`config.mk`:
```
export PLATFORM = sky130hd
export DESIGN_NAME = emp_host
export DESIGN_NICKNAME = d
export VERILOG_FILES = /design/src/shared/emp_pkg.sv /design/src/shared/emp_timer_if.sv /design/src/hdl/emp_timer.sv /design/src/hdl/emp_host.sv
export SDC_FILE = /design/constraint.sdc
export NUM_CORES = 1
export LEC_CHECK = 0
export BUFFER_PORTS_ARGS = -buffer_cell sky130_fd_sc_hd__clkbuf_2
export CAP_MARGIN = 40
export CELL_PAD_IN_SITES_DETAIL_PLACEMENT = 2
export CELL_PAD_IN_SITES_GLOBAL_PLACEMENT = 2
export CORE_MARGIN = 3
export CORE_UTILIZATION = 31
export DETAILED_ROUTE_END_ITERATION = 16
export HOLD_SLACK_MARGIN = 0.02
export PLACE_DENSITY_LB_ADDON = 0.12
export REMOVE_ABC_BUFFERS = 1
export SYNTH_ARGS = -nofsm -noshare
export SYNTH_HDL_FRONTEND = slang
export SYNTH_SLANG_ARGS = --single-unit
export TNS_END_PERCENT = 20
```
`constraint.sdc`:
```
create_clock -name clk_sys_in -period 2.06 [get_ports clk_sys_in]
set_input_delay 0 -clock clk_sys_in [delete_from_list [all_inputs] [get_ports clk_sys_in]]
set_output_delay 0 -clock clk_sys_in [all_outputs]
set_load 0.05 [all_outputs]
```
`src/shared/emp_pkg.sv`:
```
// How it works
// The memory holds 65536 bytes, picked by sixteen address lines, seen on eight data pins.
// The memory has seven modes, set by both enables, line 9 and line 0.
// To read, both enables go low and the memory drives the addressed byte.
// On a shared bus every memory not being read has one enable held high.
// With chip enable low and output enable high the memory releases its data pins.
// With chip enable high the memory is in standby and its data pins float.
// Programming needs the program supply on output enable, chip enable low, data driven in.
// Bytes may be programmed singly, in blocks or in any address order.
// Signature mode needs line 9 at the high voltage, both enables low, line 0 picks the code.
// With the program supply on and chip enable high nothing is programmed, data pins float.
// Address and data are stable before each 100 us chip enable pulse, then a verify follows.
// At most ten pulses go to one byte, and a byte failing after the tenth is reported failed.
// Address and enables hold through a read, data is sampled after the access delay.
// In signature mode all address lines other than 0 and 9 are held low.
`default_nettype none

package emp_pkg;

   // ****************************************
   // Widths
   // ****************************************
   localparam int ADDR_WIDTH = 16;
   localparam int DATA_WIDTH = 8;
   localparam int CNT_WIDTH = 13;

   // ****************************************
   // Timing
   // ****************************************
   localparam int CLK_PERIOD_NS = 25;
   localparam int PROG_PULSE_US = 100;
   localparam int PROG_PULSE_CYCLES = (PROG_PULSE_US * 1000) / CLK_PERIOD_NS;
   localparam int ACCESS_NS = 250;
   localparam int ACCESS_CYCLES = (ACCESS_NS + CLK_PERIOD_NS - 1) / CLK_PERIOD_NS;
   localparam int SETUP_CYCLES = 2;
   localparam logic [3:0] MAX_PULSES = 4'hA;

   // ****************************************
   // Reset values and codes
   // ****************************************
   localparam logic [ADDR_WIDTH-1:0] ADDR_RESET = 16'h0000;
   localparam logic [DATA_WIDTH-1:0] DATA_RESET = 8'h00;
   localparam int ID_LINE = 9;

   // Command codes from user
   typedef enum logic [1:0] {
      EMP_CMD_READ = 2'h0,
      EMP_CMD_PROGRAM = 2'h1,
      EMP_CMD_SIGNATURE = 2'h2
   } emp_cmd_type;

   // Sequencer states, Gray from idle through verify on the program path
   typedef enum logic [2:0] {
      EMP_IDLE = 3'h0,
      EMP_SETUP = 3'h1,
      EMP_PULSE = 3'h3,
      EMP_RECOVER = 3'h2,
      EMP_VERIFY = 3'h6,
      EMP_READ = 3'h7,
      EMP_DONE = 3'h5
   } emp_state_type;

endpackage : emp_pkg

`default_nettype wire

```
`src/shared/emp_timer_if.sv`:
```
`default_nettype none

// Link between sequencer and its cycle timer
interface emp_timer_if;
   import emp_pkg::*;
   logic load;
   logic [CNT_WIDTH-1:0] count;
   logic expired;
   modport ctrl (output load, output count, input expired);
   modport timer (input load, input count, output expired);
endinterface : emp_timer_if

`default_nettype wire

```
`src/hdl/emp_timer.sv`:
```
`default_nettype none

module emp_timer
   import emp_pkg::*;
(
   // Clock and reset
   input wire logic clk_sys_in,
   input wire logic reset_n_in,
   // Sequencer side
   emp_timer_if.timer tmr
);

   logic [CNT_WIDTH-1:0] remaining;

   // Down counter, expired once it reaches zero
   always_ff @(posedge clk_sys_in or negedge reset_n_in) begin
      if (!reset_n_in) begin
         remaining <= '0;
      end else if (tmr.load) begin
         remaining <= tmr.count;
      end else if (remaining != '0) begin
         remaining <= remaining - 1'b1;
      end
   end

   // Load is built from expired, so expired must not look back at load
   assign tmr.expired = (remaining == '0);

endmodule : emp_timer

`default_nettype wire

```
`src/hdl/emp_host.sv`:
```
`default_nettype none

module emp_host
   import emp_pkg::*;
(
   // Clock and reset
   input wire logic clk_sys_in,
   input wire logic reset_n_in,
   // User command port
   input wire logic cmd_valid_in,
   input wire logic [1:0] cmd_op_in,
   input wire logic [ADDR_WIDTH-1:0] cmd_addr_in,
   input wire logic [DATA_WIDTH-1:0] cmd_data_in,
   output logic cmd_ready_out,
   output logic done_out,
   output logic fail_out,
   output logic [DATA_WIDTH-1:0] rd_data_out,
   // Memory pins
   output logic [ADDR_WIDTH-1:0] address_lines_out,
   output logic chip_en_n_out,
   output logic out_en_n_out,
   output logic vpp_on_out,
   output logic id_high_voltage_out,
   input wire logic [DATA_WIDTH-1:0] data_pins_in,
   output logic [DATA_WIDTH-1:0] data_pins_out,
   output logic data_pins_oe_out
);

   // ****************************************
   // Declarations
   // ****************************************
   emp_state_type state;
   emp_cmd_type op;
   logic [DATA_WIDTH-1:0] wr_byte;
   logic [3:0] pulses;
   logic [DATA_WIDTH-1:0] data_meta;
   logic [DATA_WIDTH-1:0] data_sync;
   emp_timer_if tif ();

   emp_timer u_timer (
      .clk_sys_in(clk_sys_in),
      .reset_n_in(reset_n_in),
      .tmr(tif.timer)
   );

   // ****************************************
   // Pin input synchroniser
   // ****************************************
   always_ff @(posedge clk_sys_in or negedge reset_n_in) begin
      if (!reset_n_in) begin
         data_meta <= DATA_RESET;
         data_sync <= DATA_RESET;
      end else begin
         data_meta <= data_pins_in;
         data_sync <= data_meta;
      end
   end

   // ****************************************
   // Timer loads
   // ****************************************
   always_comb begin
      tif.load = 1'b0;
      tif.count = '0;
      unique case (state)
         EMP_IDLE: begin
            tif.load = cmd_valid_in;
            tif.count = CNT_WIDTH'(SETUP_CYCLES);
         end
         EMP_SETUP: begin
            tif.load = tif.expired;
            // A state lasts count plus one cycles, so one less gives the exact pulse
            tif.count = (op == EMP_CMD_PROGRAM) ? CNT_WIDTH'(PROG_PULSE_CYCLES - 1)
                                                : CNT_WIDTH'(ACCESS_CYCLES + 2);
         end
         EMP_PULSE: begin
            tif.load = tif.expired;
            tif.count = CNT_WIDTH'(SETUP_CYCLES);
         end
         EMP_RECOVER: begin
            tif.load = tif.expired;
            tif.count = CNT_WIDTH'(ACCESS_CYCLES + 2);
         end
         EMP_VERIFY: begin
            tif.load = tif.expired && (data_sync != wr_byte) && (pulses != MAX_PULSES);
            tif.count = CNT_WIDTH'(SETUP_CYCLES);
         end
         EMP_READ, EMP_DONE: begin
            tif.load = 1'b0;
         end
         default: tif.load = 1'b0;
      endcase
   end

   // ****************************************
   // Sequencer
   // ****************************************
   always_ff @(posedge clk_sys_in or negedge reset_n_in) begin
      if (!reset_n_in) begin
         state <= EMP_IDLE;
         op <= EMP_CMD_READ;
         wr_byte <= DATA_RESET;
         pulses <= 4'h0;
      end else begin
         unique case (state)
            EMP_IDLE: if (cmd_valid_in) begin
               op <= emp_cmd_type'(cmd_op_in);
               wr_byte <= cmd_data_in;
               pulses <= 4'h0;
               state <= EMP_SETUP;
            end
            EMP_SETUP: if (tif.expired) begin
               state <= (op == EMP_CMD_PROGRAM) ? EMP_PULSE : EMP_READ;
            end
            EMP_PULSE: if (tif.expired) begin
               pulses <= pulses + 4'h1;
               state <= EMP_RECOVER;
            end
            EMP_RECOVER: if (tif.expired) begin
               state <= EMP_VERIFY;
            end
            EMP_VERIFY: if (tif.expired) begin
               if (data_sync == wr_byte || pulses == MAX_PULSES) begin
                  state <= EMP_DONE;
               end else begin
                  // Retry through setup so chip enable falls again for a real pulse
                  state <= EMP_SETUP;
               end
            end
            EMP_READ: if (tif.expired) begin
               state <= EMP_DONE;
            end
            EMP_DONE: state <= EMP_IDLE;
            default: state <= EMP_IDLE;
         endcase
      end
   end

   // ****************************************
   // Pin drive, all registered
   // ****************************************
   always_ff @(posedge clk_sys_in or negedge reset_n_in) begin
      if (!reset_n_in) begin
         address_lines_out <= ADDR_RESET;
         chip_en_n_out <= 1'b1;
         out_en_n_out <= 1'b1;
         vpp_on_out <= 1'b0;
         id_high_voltage_out <= 1'b0;
         data_pins_out <= DATA_RESET;
         data_pins_oe_out <= 1'b0;
      end else if (state == EMP_IDLE && cmd_valid_in) begin
         // Address set up with chip idle so nothing is touched early
         if (emp_cmd_type'(cmd_op_in) == EMP_CMD_SIGNATURE) begin
            address_lines_out <= ADDR_RESET;
            address_lines_out[ID_LINE] <= 1'b1;
            address_lines_out[0] <= cmd_addr_in[0];
            id_high_voltage_out <= 1'b1;
         end else begin
            address_lines_out <= cmd_addr_in;
         end
         if (emp_cmd_type'(cmd_op_in) == EMP_CMD_PROGRAM) begin
            vpp_on_out <= 1'b1;
            data_pins_out <= cmd_data_in;
            data_pins_oe_out <= 1'b1;
         end
      end else begin
         unique case (state)
            EMP_SETUP: if (tif.expired) begin
               chip_en_n_out <= 1'b0;
               out_en_n_out <= (op == EMP_CMD_PROGRAM);
            end
            EMP_PULSE: if (tif.expired) begin
               chip_en_n_out <= 1'b1;
               vpp_on_out <= 1'b0;
               data_pins_oe_out <= 1'b0;
            end
            EMP_RECOVER: if (tif.expired) begin
               chip_en_n_out <= 1'b0;
               out_en_n_out <= 1'b0;
            end
            EMP_VERIFY: if (tif.expired) begin
               chip_en_n_out <= 1'b1;
               out_en_n_out <= 1'b1;
               if (data_sync != wr_byte && pulses != MAX_PULSES) begin
                  vpp_on_out <= 1'b1;
                  data_pins_oe_out <= 1'b1;
               end
            end
            EMP_READ: if (tif.expired) begin
               chip_en_n_out <= 1'b1;
               out_en_n_out <= 1'b1;
            end
            EMP_DONE: begin
               id_high_voltage_out <= 1'b0;
               address_lines_out <= ADDR_RESET;
            end
            default: chip_en_n_out <= 1'b1;
         endcase
      end
   end

   // ****************************************
   // User answers
   // ****************************************
   always_ff @(posedge clk_sys_in or negedge reset_n_in) begin
      if (!reset_n_in) begin
         cmd_ready_out <= 1'b0;
         done_out <= 1'b0;
         fail_out <= 1'b0;
         rd_data_out <= DATA_RESET;
      end else begin
         cmd_ready_out <= (state == EMP_IDLE) && !cmd_valid_in || (state == EMP_DONE);
         done_out <= 1'b0;
         if ((state == EMP_READ) && tif.expired) begin
            rd_data_out <= data_sync;
            done_out <= 1'b1;
            fail_out <= 1'b0;
         end
         if ((state == EMP_VERIFY) && tif.expired
             && (data_sync == wr_byte || pulses == MAX_PULSES)) begin
            rd_data_out <= data_sync;
            done_out <= 1'b1;
            fail_out <= (data_sync != wr_byte);
         end
      end
   end

endmodule : emp_host

`default_nettype wire

```
## After elaboration in Yosys (flattened, before gate mapping)

Index checks and enable logic that the tools add are counted.
Widths: inputs -> output; s select.

| cells by class | value |
|---|---|
| $add $sub $neg | 2 |
| eq/ne operators | 27 |
| multiplexer cells | 39 |
| bitwise operators | 2 |
| reductions and logical operators | 33 |

Operators with widths:

| operator | number |
|---|---|
| $mux 16 | 3 |
| $pmux 12 s3 | 1 |
| $mux 13 | 2 |
| $mux 3 | 8 |
| $pmux 3 s6 | 1 |
| $mux 8 | 2 |
| $mux 1 | 14 |
| $logic_not 13->1 | 1 |
| $reduce_bool 13->1 | 1 |
| $sub 13x1->13 const B | 1 |
| $mux 12 | 1 |
| $ne 2x2->1 const B | 6 |
| $ne 2x1->1 const B | 5 |
| $reduce_and 5->1 | 2 |
| $eq 3x3->1 const B | 3 |
| $ne 3x3->1 const B | 3 |
| $pmux 1 s3 | 3 |
| $reduce_or 3->1 | 3 |
| $eq 8x8->1 | 1 |
| $logic_and 1x1->1 | 8 |
| $mux 4 | 2 |
| $ne 8x8->1 | 1 |
| $pmux 4 s2 | 1 |
| $reduce_bool 2->1 | 4 |
| other kinds (18) | 26 |

| word-level totals | value |
|---|---|
| register bits | 85 |
| output and inout bits | 40 |
| word-level logic and storage cells | 120 |

## Depth between registers and ports, before layout

Gate-level depths: netlist of the first run.

| depth | value |
|---|---|
| depth after elaboration | 6 |
| depth in mapped cells | 8 |
| gate-level depth less buffers | 7 |

## By module

From an unflattened synthesis of the first run, not the netlist that was laid out.

| second synthesis, totals | value |
|---|---|
| cells, all modules | 333 |
| area, all modules | 3,709.8 um^2 |

Modules (own cells, without submodules):

| module | times used | cells each | area an instance (um^2) |
|---|---|---|---|
| emp_host | 1 | 251 | 2,942.8 |
| emp_timer | 1 | 82 | 767.0 |

## Worst setup path after synthesis of the first run

OpenSTA, ideal clock, no wires.

| timing path | value |
|---|---|
| path type | reg-to-reg |
| from | reg u_timer.remaining[1] |
| to | reg rd_data_out[0] |
| setup time | 0.125 ns |
| data arrival time | 2.085 ns |
| required time | 1.935 ns |
| slack | -0.149 ns |
| stages on the path, launching flop included | 8 |
| path buffers | 0 |
| period minus slack after synthesis | 2.209 ns |
| cells stage by stage | dfrtp_1 -> inv_1 -> ha_1 -> or3b_2 -> nor4_4 -> nand3_2 -> a21oi_4 -> mux2_2 |

| between the ends | value |
|---|---|
| word-level cells in the longest chain between the ends | 4 |
| elaborated cells between the ends (all ways) | 6 |
| those cells by class | mux (1); reduce/logical (5) |

RTL lines:

| what | line | source |
|---|---|---|
| start: declaration | emp_timer.sv:13 | `logic [CNT_WIDTH-1:0] remaining;` |
| start signal: assignment | emp_timer.sv:20 | `remaining <= tmr.count;` |
| start signal: assignment | emp_timer.sv:22 | `remaining <= remaining - 1'b1;` |
| $logic_not 13->1 (*) | emp_timer.sv:27 | `assign tmr.expired = (remaining == '0);` |
| $logic_and 1x1->1 | emp_host.sv:219 | `if ((state == EMP_VERIFY) && tif.expired` |
| $logic_and 1x1->1 | emp_host.sv:220 | `&& (data_sync == wr_byte \|\| pulses == MAX_PULSES)) begin` |
| $mux 8 or $reduce_bool 2->1 (tied branches) | - |  |
| end signal: assignment | emp_host.sv:215 | `rd_data_out <= data_sync;` |
| end signal: assignment | emp_host.sv:221 | `rd_data_out <= data_sync;` |
| end: declaration | emp_host.sv:17 | `output logic [DATA_WIDTH-1:0] rd_data_out,` |

Every way passes the cells marked *; elsewhere a longest branch is shown, timed or not.
A chain may end at the register's enable or synchronous reset.

## Worst setup path after layout of the first run

| timing path | value |
|---|---|
| from | reg u_timer.remaining[9] |
| to | reg rd_data_out[4] |

Same word-level chain as after synthesis.

==> results of run 1 <==
## per-layer routing
metal  up-vias  GRT usage
li1       1502          -
met1      1683     0.2601
met2        64     0.3471
met3        18    0.03969
met4         0    0.08043
met5         -          0
## metrics by stage
stage / std cells / total power [mW] / setup WS, ns
after floorplan: 321 / 2.414 / -0.3132
after global placement: 585 / 2.824 / -0.2159
after detailed placement: 585 / 2.875 / -0.2617
after CTS: 639 / 4.895 / -0.2078
after global routing: 642 / 5.195 / -0.2221
final: 642 / 4.939 / -0.1228
## synthesized netlist by cell type, types with 3 or more instances
library cell	count
inv_1	5
nor4_1	4
xor2_1	4
a21oi_1	14
nand2b_1	5
nor3_1	3
nor3b_1	3
o31ai_1	3
nand3b_1	4
nor2_1	17
nand4_1	4
ha_1	6
nand3_1	8
and3_1	3
dfrtp_1	83
nor2b_1	3
a31oi_1	6
clkbuf_1	11
mux2_2	16
buf_2	3
nand2_1	44
o21ai_0	20
or2_2	3
xnor2_1	14
o211ai_1	3
a22o_1	15
## flip-flops by register name (all words and copies together), names as in the netlist, 2 cells and up
signal             cells
address_lines_out     16
data_meta              8
data_pins_out          8
data_sync              8
op                     2
pulses                 4
rd_data_out            8
state                  3
u_timer.remaining     13
wr_byte                8
## repair_timing
action | CTS | global route
setup endpoints to repair | 17 | 31
gates resized for setup | 20 | 12
pin swaps | 5 | 7
hold buffers | 35 | 0
buffers inserted | 5 | 3
endpoints found under the hold margin | 85 | 0
## kinds of logic (layout without fill, tap and decap cells)
kind of cell,Yosys count,after routing
xor gates and xnor gates,18,18
buffers and inverters,22,185
adders and majority gates,6,6
DFF,85,85
and+or+nand+nor,114,114
AOI/OAI and AO/OA,75,75
muxes,16,16
## worst max-delay path by stage
stage / start / slack [ns] / endpoint
final: u_timer.remaining[9] / -0.12 / rd_data_out[4]
after global routing: u_timer.remaining[9] / -0.22 / rd_data_out[4]
after CTS: u_timer.remaining[1] / -0.21 / rd_data_out[3]
after detailed placement: u_timer.remaining[1] / -0.26 / rd_data_out[4]
after global placement: u_timer.remaining[1] / -0.22 / rd_data_out[0]
after floorplan: state[0] / -0.31 / data_pins_out[0]
## power by group
part           switching, mW  total (mW)  internal (mW)
sequential             0.122        1.95           1.83
clock                  0.663        1.87           1.20
combinational          0.556        1.12          0.568
total                   1.34        4.94           3.60
## critical path, cell delays in order (launching register included)
cell     delay [ns]
dfrtp_1        0.38
or4_4          0.55
nor4_4         0.33
nand3_2        0.16
a21oi_4        0.19
buf_12         0.15
mux2_4         0.30
## cell usage in the layout, fill, tap and decap left out, drive strengths merged, types with 3 or more instances in the layout
cell type    count
clkbuf          85
dfrtp           83
buf             54
nand2           44
dlygate4sd3     35
o21ai           21
nor2            17
mux2            16
a22o            15
a21oi           15
xnor2           14
nand3            9
a31oi            6
ha               6
nand2b           5
inv              5
nor4             5
nand4            4
nand3b           4
xor2             4
or2              3
nor3b            3
o31ai            3
nor2b            3
nor3             3
o211ai           3
bufinv           3
and3             3
or4              3
## cell type report
class / count / area [um^2] / area share
flip-flops and latches: 85 / 2130 / 0.3878
multi-input cells: 229 / 1648 / 0.3001
repair buffers: 164 / 1172 / 0.2135
clock buffers: 10 / 239.0 / 0.04352
well taps: 143 / 178.9 / 0.03258
clock inverters: 4 / 97.59 / 0.01777
inverters: 7 / 26.28 / 0.004785
==> results.ini, run 1 <==
[setup_path]
rrSetupSlack_ns = -0.12
crit_path_start_kind = flip-flop
rr_startpoint = u_timer.remaining[9]
rr_worst_depth = 6
path_max_fanout = 8
cp-end-kind = flip-flop
path_class = reg -> reg
r2r_end = rd_data_out[4]
critPathRequiredTime_ns = 2.29
critPathArrivalTime_ns = 2.41

[timing]
final_hold_viol_count = 0
fin_skew_ns = 0.009633
maxSlewHeadroom = 0.5975
clock.fmax_ghz = 0.4581
fin_crit_ns = 2.183
setup_viol = 11
hold_slack_ns = 0.1476
worstMarginPinSlew_ns = 0.6037
layout_setup_ws_ns = -0.1228
tns_ns = -1.062
post-route-period-util = 1.060
rsz0062_at_grt = yes
drv_slew = 0

[synthesis]
synth_edf_count = 0
synth_compound_area_frac = 0.1364
ys_top_cells_by_area = dfrtp_1 (55%), mux2_2 (4.8%), nand2_1 (4.4%)
synth-seq-cells = 85
synth_top_cell_by_area = dfrtp_1
synth.area.mux_share = 0.04803
synth.top_cell.area_share = 0.5537
synth_seq_area_share = 0.5677
synthAdderAreaFrac = 0.02001
ys_warn_count = 0
syn_inst = 336
async_flop_share = 1.000
synth_area_mm2 = 0.003751
synth_flop_cell = dfrtp_1
synth_top_family_by_area = simple AND/OR/NAND/NOR gates
synth_xor_area_frac = 0.04203
synth_simple_gate_area_frac = 0.1618
yosysUniqueCellTypes = 53
avgSynthCellArea_um2 = 11.16

[floorplanning]
dieArea_mm2 = 0.01346
initial_utilization = 0.3230
rows = 39
core_area_mm2 = 0.01161
io_pins = 77
dieWidth_um = 116
die_y_um = 116

[detailed_routing]
drt_iter0_drc = 85
wirelength_mm = 12.87
drtPass1Iterations = 4
wl_per_cell_um = 20.05
drc_errors = 0
wl_met3_um = 379
ant_nets = 0
via_per_inst = 5.089
highest_layer = met4
wl_met2_mm = 6.616
vias = 3267
wl_met1_mm = 5.608

[clock_network]
cts-root-buf = clkbuf_16
cts_buffers = 9
h-tree-depth = 3
tritoncts = built
clk_latency_ns = 0.35
clk_pin_slew_worst_paths_ns = 0.06
ctsLongestPathBuffers = 2
cts.sinks = 85

[worst_hold_path]
hold_end = pulses[0]
min-delay-start = cmd_valid_in
hold_class = in -> reg
hold_path_depth = 4

[placement]
hpwl_mm = 8.404
place_area_mm2 = 0.004621
port_buffers = 76
place_congestion = 0.8156

[grt]
grt_max_degree = 45
grt_pass1_wl_mm = 20.84
grt.overflow.total = 0
grt_usage = 0.2055
antenna_found_initial = 0
grt_pass1_vias = 3772

[power]
peakVddDrop_mv = 0.4079
p_per_area_mw_per_mm2 = 899.4
p_leak_nw = 2.611

[outcome]
violations = negative setup slack
status = finished, violations left

[layout]
n_antenna_cell = 0
fillers = 1218
drive_above_1_share = 0.3727
fin_nets = 539
final_area_mm2 = 0.005492
area_delta_synth_final_pct = 46.40
utilization = 0.4729

[flow_run]
maxCapViolations = 0

Note: power is estimated with default switching activity, not from simulation.
==> inputs of run 2 (changes only) <==
- CORE_UTILIZATION: 31 -> 35
- HOLD_SLACK_MARGIN: 0.02 -> 0.06
- clock period: 2.06 -> 2.42 ns (I/O delays scaled with it)
==> run 2 against run 1 <==
  * The run now ends clean
  * Global-route usage increased by 0.17 points
  * Critical path depth stayed put
  * Maximum frequency fell by 4.5%
  * Wire length decreased by 10%
  * Clock power shrank 52%
  * Sequential share of layout area rose by 3.1 points
  * Cell area decreased by 7.5%
  * Final cell count decreased by 4.0%
  * Non-clock buffer count down 21
  * Die area down 11%
==> results.ini, run 2 (synthesized netlist as in run 1, its figures left out) <==
[outcome]
status = finished clean

[layout]
n_antenna_cell = 0  ; unchanged
regMostFlops = address_lines_out
final_common_cell = dfrtp_1
utilization = 0.4900  ; +0.01713
final_area_mm2 = 0.005081  ; -7.5%
area_delta_synth_final_pct = 35.46
fillers = 1109  ; -8.9%
final_cell_mix = dfrtp_1 (83), clkbuf_2 (75), nand2_1 (44), dlygate4sd3_1 (36), buf_4 (29)
drive_above_1_share = 0.3333  ; -0.03941
multi_input_area_mm2 = 0.001575  ; -4.4%
finalNonFillerCells = 616  ; -4.0%
reg_top3 = address_lines_out (16), u_timer.remaining (13)
largest_reg_flops = 16  ; unchanged
seqCellArea_mm2 = 0.002130  ; unchanged
fin_nets = 518  ; -3.9%

[setup_path]
crit_slowest_cell = or4_4
rr_startpoint = u_timer.remaining[8]
critPathArrivalTime_ns = 2.54  ; +0.13 ns
cp-end-kind = flip-flop
worstPathCellList = or4_4, nor4_4, nand3_2, a21oi_4, buf_12, mux2_2
critPathRequiredTime_ns = 2.67  ; +0.38 ns
startpoint = u_timer.remaining[8]
slowest_delay_ns = 0.60  ; +0.05 ns
path_class = reg -> reg
crit_path_start_kind = flip-flop
path_max_fanout = 8  ; unchanged

[floorplanning]
io_pins = 77  ; unchanged
rows = 37  ; -5.1%
initial_utilization = 0.3617  ; +0.03874
die_y_um = 109.5  ; -5.6%
dieArea_mm2 = 0.01200  ; -11%
dieWidth_um = 109.5  ; -5.6%
core_area_mm2 = 0.01037  ; -11%

[timing]
final_hold_viol_count = 0  ; unchanged
fin_crit_ns = 2.285  ; +0.1026 ns
clock.fmax_ghz = 0.4376  ; -4.5%
maxSlewHeadroom = 0.5630  ; -0.03451
post-route-period-util = 0.9444  ; -0.1152
drv_slew = 0  ; unchanged
hold_slack_ns = 0.09849  ; -0.04909 ns
layout_setup_ws_ns = 0.1346  ; +0.2574 ns
fin_skew_ns = 0.007880  ; -0.001753 ns
rsz0062_at_grt = no
setup_viol = 0  ; -11
tns_ns = 0  ; +1.062 ns
worstMarginPinSlew_ns = 0.6555  ; +0.05177 ns

[clock_network]
cts_buffers = 9  ; unchanged
ctsLongestPathBuffers = 2  ; unchanged
tritoncts = built
cts.sinks = 85  ; unchanged
clk_latency_ns = 0.37  ; +0.02 ns
cts-root-buf = clkbuf_8
clk_pin_slew_worst_paths_ns = 0.08  ; +0.02 ns
h-tree-depth = 3  ; unchanged

[detailed_routing]
vias = 3161  ; -3.2%
drc_errors = 0  ; unchanged
drt_iter0_drc = 115  ; +35%
wirelength_mm = 11.54  ; -10%
via_per_inst = 5.131  ; +0.84%
drtPass1Iterations = 4  ; unchanged
ant_nets = 0  ; unchanged
wl_per_cell_um = 18.73  ; -6.6%

[placement]
place_area_mm2 = 0.004449  ; -3.7%
hpwl_mm = 7.976  ; -5.1%
place_inst = 558  ; -4.6%
place_congestion = 0.7444  ; -8.7%
place_ws_ns = -0.2107  ; +0.05108 ns
port_buffers = 76  ; unchanged

[grt]
grt_max_degree = 47  ; +4.4%
grt_pass1_vias = 3542  ; -6.1%
grt.overflow.total = 0  ; unchanged
grt_usage = 0.2072  ; +0.001708
antenna_found_initial = 0  ; unchanged
grt_pass1_wl_mm = 18.84  ; -9.6%

[worst_hold_path]
min-delay-start = cmd_valid_in
hold_class = in -> reg

[power]
p_total_mw = 3.260  ; -34%
p_leak_nw = 2.412  ; -7.6%
peakVddDrop_mv = 0.4177  ; +2.4%
p_per_area_mw_per_mm2 = 641.6  ; -29%

[flow_run]
maxCapViolations = 0  ; unchanged

-- run 2: cell types whose count changed in the layout (fill, tap and decap cells not counted), sizes merged --
cell         before  now
buf              54   32
bufinv            3    0
clkinv            2    5
clkinvlp          1    2
dlygate4sd3      35   36
inv               5    6
-- run 2: per-layer routing --
metal,wire length [um],part of all wire,vias up,track usage
li1,-,-,1476,-
met5,0,0,-,0
met1,5121,0.44,1623,0.2662
met3,373,0.032,10,0.05637
met4,144,0.012,0,0.04898
met2,5899,0.51,52,0.3483
-- run 2: final timing paths --
check | to | slack [ns] | depth (start not counted)
max in group asynchronous | address_lines_out[3] | 1.62 | 3
max reg2reg | rd_data_out[2] | 0.13 | 6
max | rd_data_out[2] | 0.13 | 6
min in group asynchronous | data_sync[2] | 0.16 | 2
min | state[1] | 0.1 | 3
min reg2reg | data_sync[5] | 0.36 | 0
-- run 2: critical path: cells and delay by family (launching register included) --
family | cells | cell delay [ns]
AO/OA/AOI/OAI | 1 | 0.16
buffers and inverters | 1 | 0.14
flip-flops | 1 | 0.46
multiplexers | 1 | 0.34
AND/OR/NAND/NOR | 3 | 1.08
-- run 2: layout make-up --
type                            instances  area share
Sequential cell                        85      0.4191
Clock inverter                          6    0.007634
Clock buffer                           10     0.02512
Tap cell                              136     0.03349
Inverter                                7    0.005171
Multi-Input combinational cell        229      0.3100
Timing Repair Buffer                  143      0.1995
-- run 2: timing repair --
action / CTS / global route
pin swaps: 0 / 3
resized for setup: 3 / 6
buffers inserted: 0 / 6
setup endpoints to repair: 3 / 20
endpoints found under the hold margin: 81 / 0
hold buffers: 36 / 0
-- run 2: where the power goes --
group	leakage, nW	internal [mW]	switching [mW]	total, mW
combinational	1.26	0.308	0.350	0.658
sequential	1.07	1.55	0.156	1.71
clock	0.0824	0.371	0.525	0.896
==> inputs of run 3 (changes only) <==
- CORE_UTILIZATION: 35 -> 30
==> run 3 against run 2 <==
  * Register-to-register slack improved by 0.02 ns
  * Worst setup slack improved by 0.020 ns
  * Combinational power is 2% lower
  * Critical path depth grew 1
  * Highest routed layer unchanged
  * Hold slack gained 0.036 ns
  * Clock power grew 53%
  * Utilization decreased by 6.6 points
  * Die area rose by 16%
  * Final cell count is 3.9% higher
  * First-iteration DRC count fell by 67%
  * Largest cell class unchanged
  * Critical endpoint unchanged
==> results.ini, run 3 (synthesized netlist as in run 1, its figures left out) <==
[outcome]
status = finished clean

[grt]
grt_pass1_vias = 3551  ; +0.25%
grt_pass1_wl_mm = 19.83  ; +5.2%
grt_usage = 0.1824  ; -0.02483
globalRoute.busiestLayer = met2
grt_max_degree = 48  ; +2.1%
grt.overflow.total = 0  ; unchanged
antenna_found_initial = 0  ; unchanged
grt_use_met3 = 0.05815  ; +0.001774
use_met1 = 0.2187  ; -0.04756
grt_use_met2 = 0.3158  ; -0.03245

[setup_path]
path_max_fanout = 8  ; unchanged
critPathArrivalTime_ns = 2.50  ; -0.04 ns
cp-end-kind = flip-flop
crit_path_start_kind = flip-flop
rr_worst_depth = 7  ; +1
path_class = reg -> reg
critPathRequiredTime_ns = 2.65  ; -0.02 ns

[timing]
worstMarginPinSlew_ns = 0.6350  ; -0.02053 ns
setup_viol = 0  ; unchanged
fin_crit_ns = 2.265  ; -0.02037 ns
post-route-period-util = 0.9360  ; -0.008417
maxSlewHeadroom = 0.5767  ; +0.01369
fin_skew_ns = 0.009099  ; +0.001219 ns
rsz0062_at_grt = no
drv_slew = 0  ; unchanged
clock.fmax_ghz = 0.4415  ; +0.90%
final_hold_viol_count = 0  ; unchanged

[clock_network]
cts-root-buf = clkbuf_16
clk_latency_ns = 0.35  ; -0.02 ns
ctsLongestPathBuffers = 2  ; unchanged
cts_buffers = 9  ; unchanged
h-tree-depth = 3  ; unchanged
clk_pin_slew_worst_paths_ns = 0.07  ; about the same
cts.sinks = 85  ; unchanged
tritoncts = built

[layout]
regMostFlops = address_lines_out
final_cell_mix = dfrtp_1 (83), clkbuf_2 (75), nand2_1 (44), dlygate4sd3_1 (35), buf_4 (25)
n_antenna_cell = 0  ; unchanged
utilization = 0.4240  ; -0.06602
reg_top3 = address_lines_out (16), u_timer.remaining (13)
area_delta_synth_final_pct = 36.89
fillers = 1329  ; +20%
drive_above_1_share = 0.3220  ; -0.01130
finalNonFillerCells = 640  ; +3.9%
final_area_mm2 = 0.005135  ; +1.1%
final_common_cell = dfrtp_1
largest_reg_flops = 16  ; unchanged
fin_nets = 510  ; -1.5%

[floorplanning]
dieArea_mm2 = 0.01388  ; +16%
rows = 40  ; +8.1%
dieWidth_um = 117.8  ; +7.6%
core_area_mm2 = 0.01211  ; +17%
io_pins = 77  ; unchanged
die_y_um = 117.8  ; +7.6%
initial_utilization = 0.3097  ; -0.05202

[detailed_routing]
via_per_inst = 4.905  ; -4.4%
wirelength_mm = 11.95  ; +3.6%
drc_errors = 0  ; unchanged
vias = 3139  ; -0.70%
ant_nets = 0  ; unchanged
drt_iter0_drc = 38  ; -67%
wl_per_cell_um = 18.67  ; -0.33%
drtPass1Iterations = 4  ; unchanged

[power]
power_frac_seq = 0.456  ; -0.068
pwr-share-clk = 0.370  ; +0.095
pwr-share-comb = 0.174  ; -0.028
internal_power_mw = 2.571  ; +15%
net-switching-power_mw = 1.128  ; +9.5%
p_leak_nw = 2.421  ; +0.36%
sw_frac_of_total = 0.3050  ; -0.01112
p_per_area_mw_per_mm2 = 720.4  ; +12%
peakVddDrop_mv = 0.5238  ; +25%

[placement]
place_congestion = 0.8269  ; +11%
hpwl_mm = 8.020  ; +0.55%
place_area_mm2 = 0.004469  ; +0.45%
port_buffers = 76  ; unchanged
place_inst = 589  ; +5.6%

[flow_run]
maxCapViolations = 0  ; unchanged

[worst_hold_path]
hold_path_depth = 3  ; unchanged
hold_class = in -> reg

==> run 3: changes by cell type in the layout (fill, tap and decap cells not counted), moves of 3 or more <==
cell / before / now
clkbuf_8: 9 / 0
buf_12: 3 / 0
clkbuf_16: 0 / 9
buf_4: 29 / 25
==> run 3: power groups by stage <==
stage | sequential [mW] | combinational, mW | clock, mW
finish | 1.69 | 0.645 | 1.37
CTS | 1.69 | 0.630 | 1.42
global route | 1.71 | 0.719 | 1.48
global placement | 1.70 | 0.565 | 0
floorplan | 1.74 | 0.315 | 0
detailed placement | 1.71 | 0.582 | 0
==> run 3: what timing repair did <==
action / in CTS / in global routing
gates resized for setup: 1 / 4
buffers inserted: 0 / 0
hold buffers: 35 / 0
endpoints found under the setup margin: 1 / 9
endpoints found under the hold margin: 87 / 0
pin swaps: 0 / 2
==> run 3: routing by layer <==
| layer | up-vias | share of wire |
|---|---|---|
| met5 | - | 0 |
| met4 | 0 | 0.013 |
| met3 | 13 | 0.047 |
| met2 | 58 | 0.51 |
| met1 | 1606 | 0.43 |
| li1 | 1462 | - |
==> run 3: layout make-up <==
type | count | area, um^2 | area share
inverter | 7 | 26.28 | 0.005117
sequential | 85 | 2130 | 0.4147
timing repair buffer | 135 | 913.4 | 0.1779
tap | 168 | 210.2 | 0.04094
clock buffer | 9 | 225.2 | 0.04386
clock inverter | 7 | 68.82 | 0.01340
multi-input combinational | 229 | 1562 | 0.3041
==> run 3: path summary, 6_finish.rpt <==
path	start	end	slack [ns]
worst min-delay path	cmd_valid_in	id_high_voltage_out	0.13
max in group asynchronous	reset_n_in	out_en_n_out	1.43
worst max register to register	u_timer.remaining[1]	rd_data_out[2]	0.15
worst max-delay path	u_timer.remaining[1]	rd_data_out[2]	0.15
worst min register to register	data_meta[0]	data_sync[0]	0.35
min in group asynchronous	reset_n_in	wr_byte[7]	0.21
==> run 3: metrics by stage <==
| stage | total power, mW | setup WS [ns] | setup TNS (ns) | hold WS, ns |
|---|---|---|---|---|
| 2_1_floorplan | 2.055 | 0.04681 | 0 | -0.2956 |
| 3_3_place_gp | 2.262 | 0.03910 | 0 | 0.05996 |
| 3_5_place_dp | 2.290 | -0.04195 | -0.04195 | 0.06235 |
| 4_1_cts | 3.735 | 0.03466 | 0 | 0.1206 |
| 5_1_grt | 3.907 | 0.01296 | 0 | 0.1987 |
| 6_report | 3.699 | 0.1550 | 0 | 0.1341 |
==> run 3: critical path, stage by stage (launching register included) <==
cell and delay (ns):
dfrtp_1 0.40, inv_2 0.10, ha_4 0.15, or3b_4 0.39, nor4_4 0.28, nand3_2 0.16
a21oi_4 0.28, mux2_2 0.38
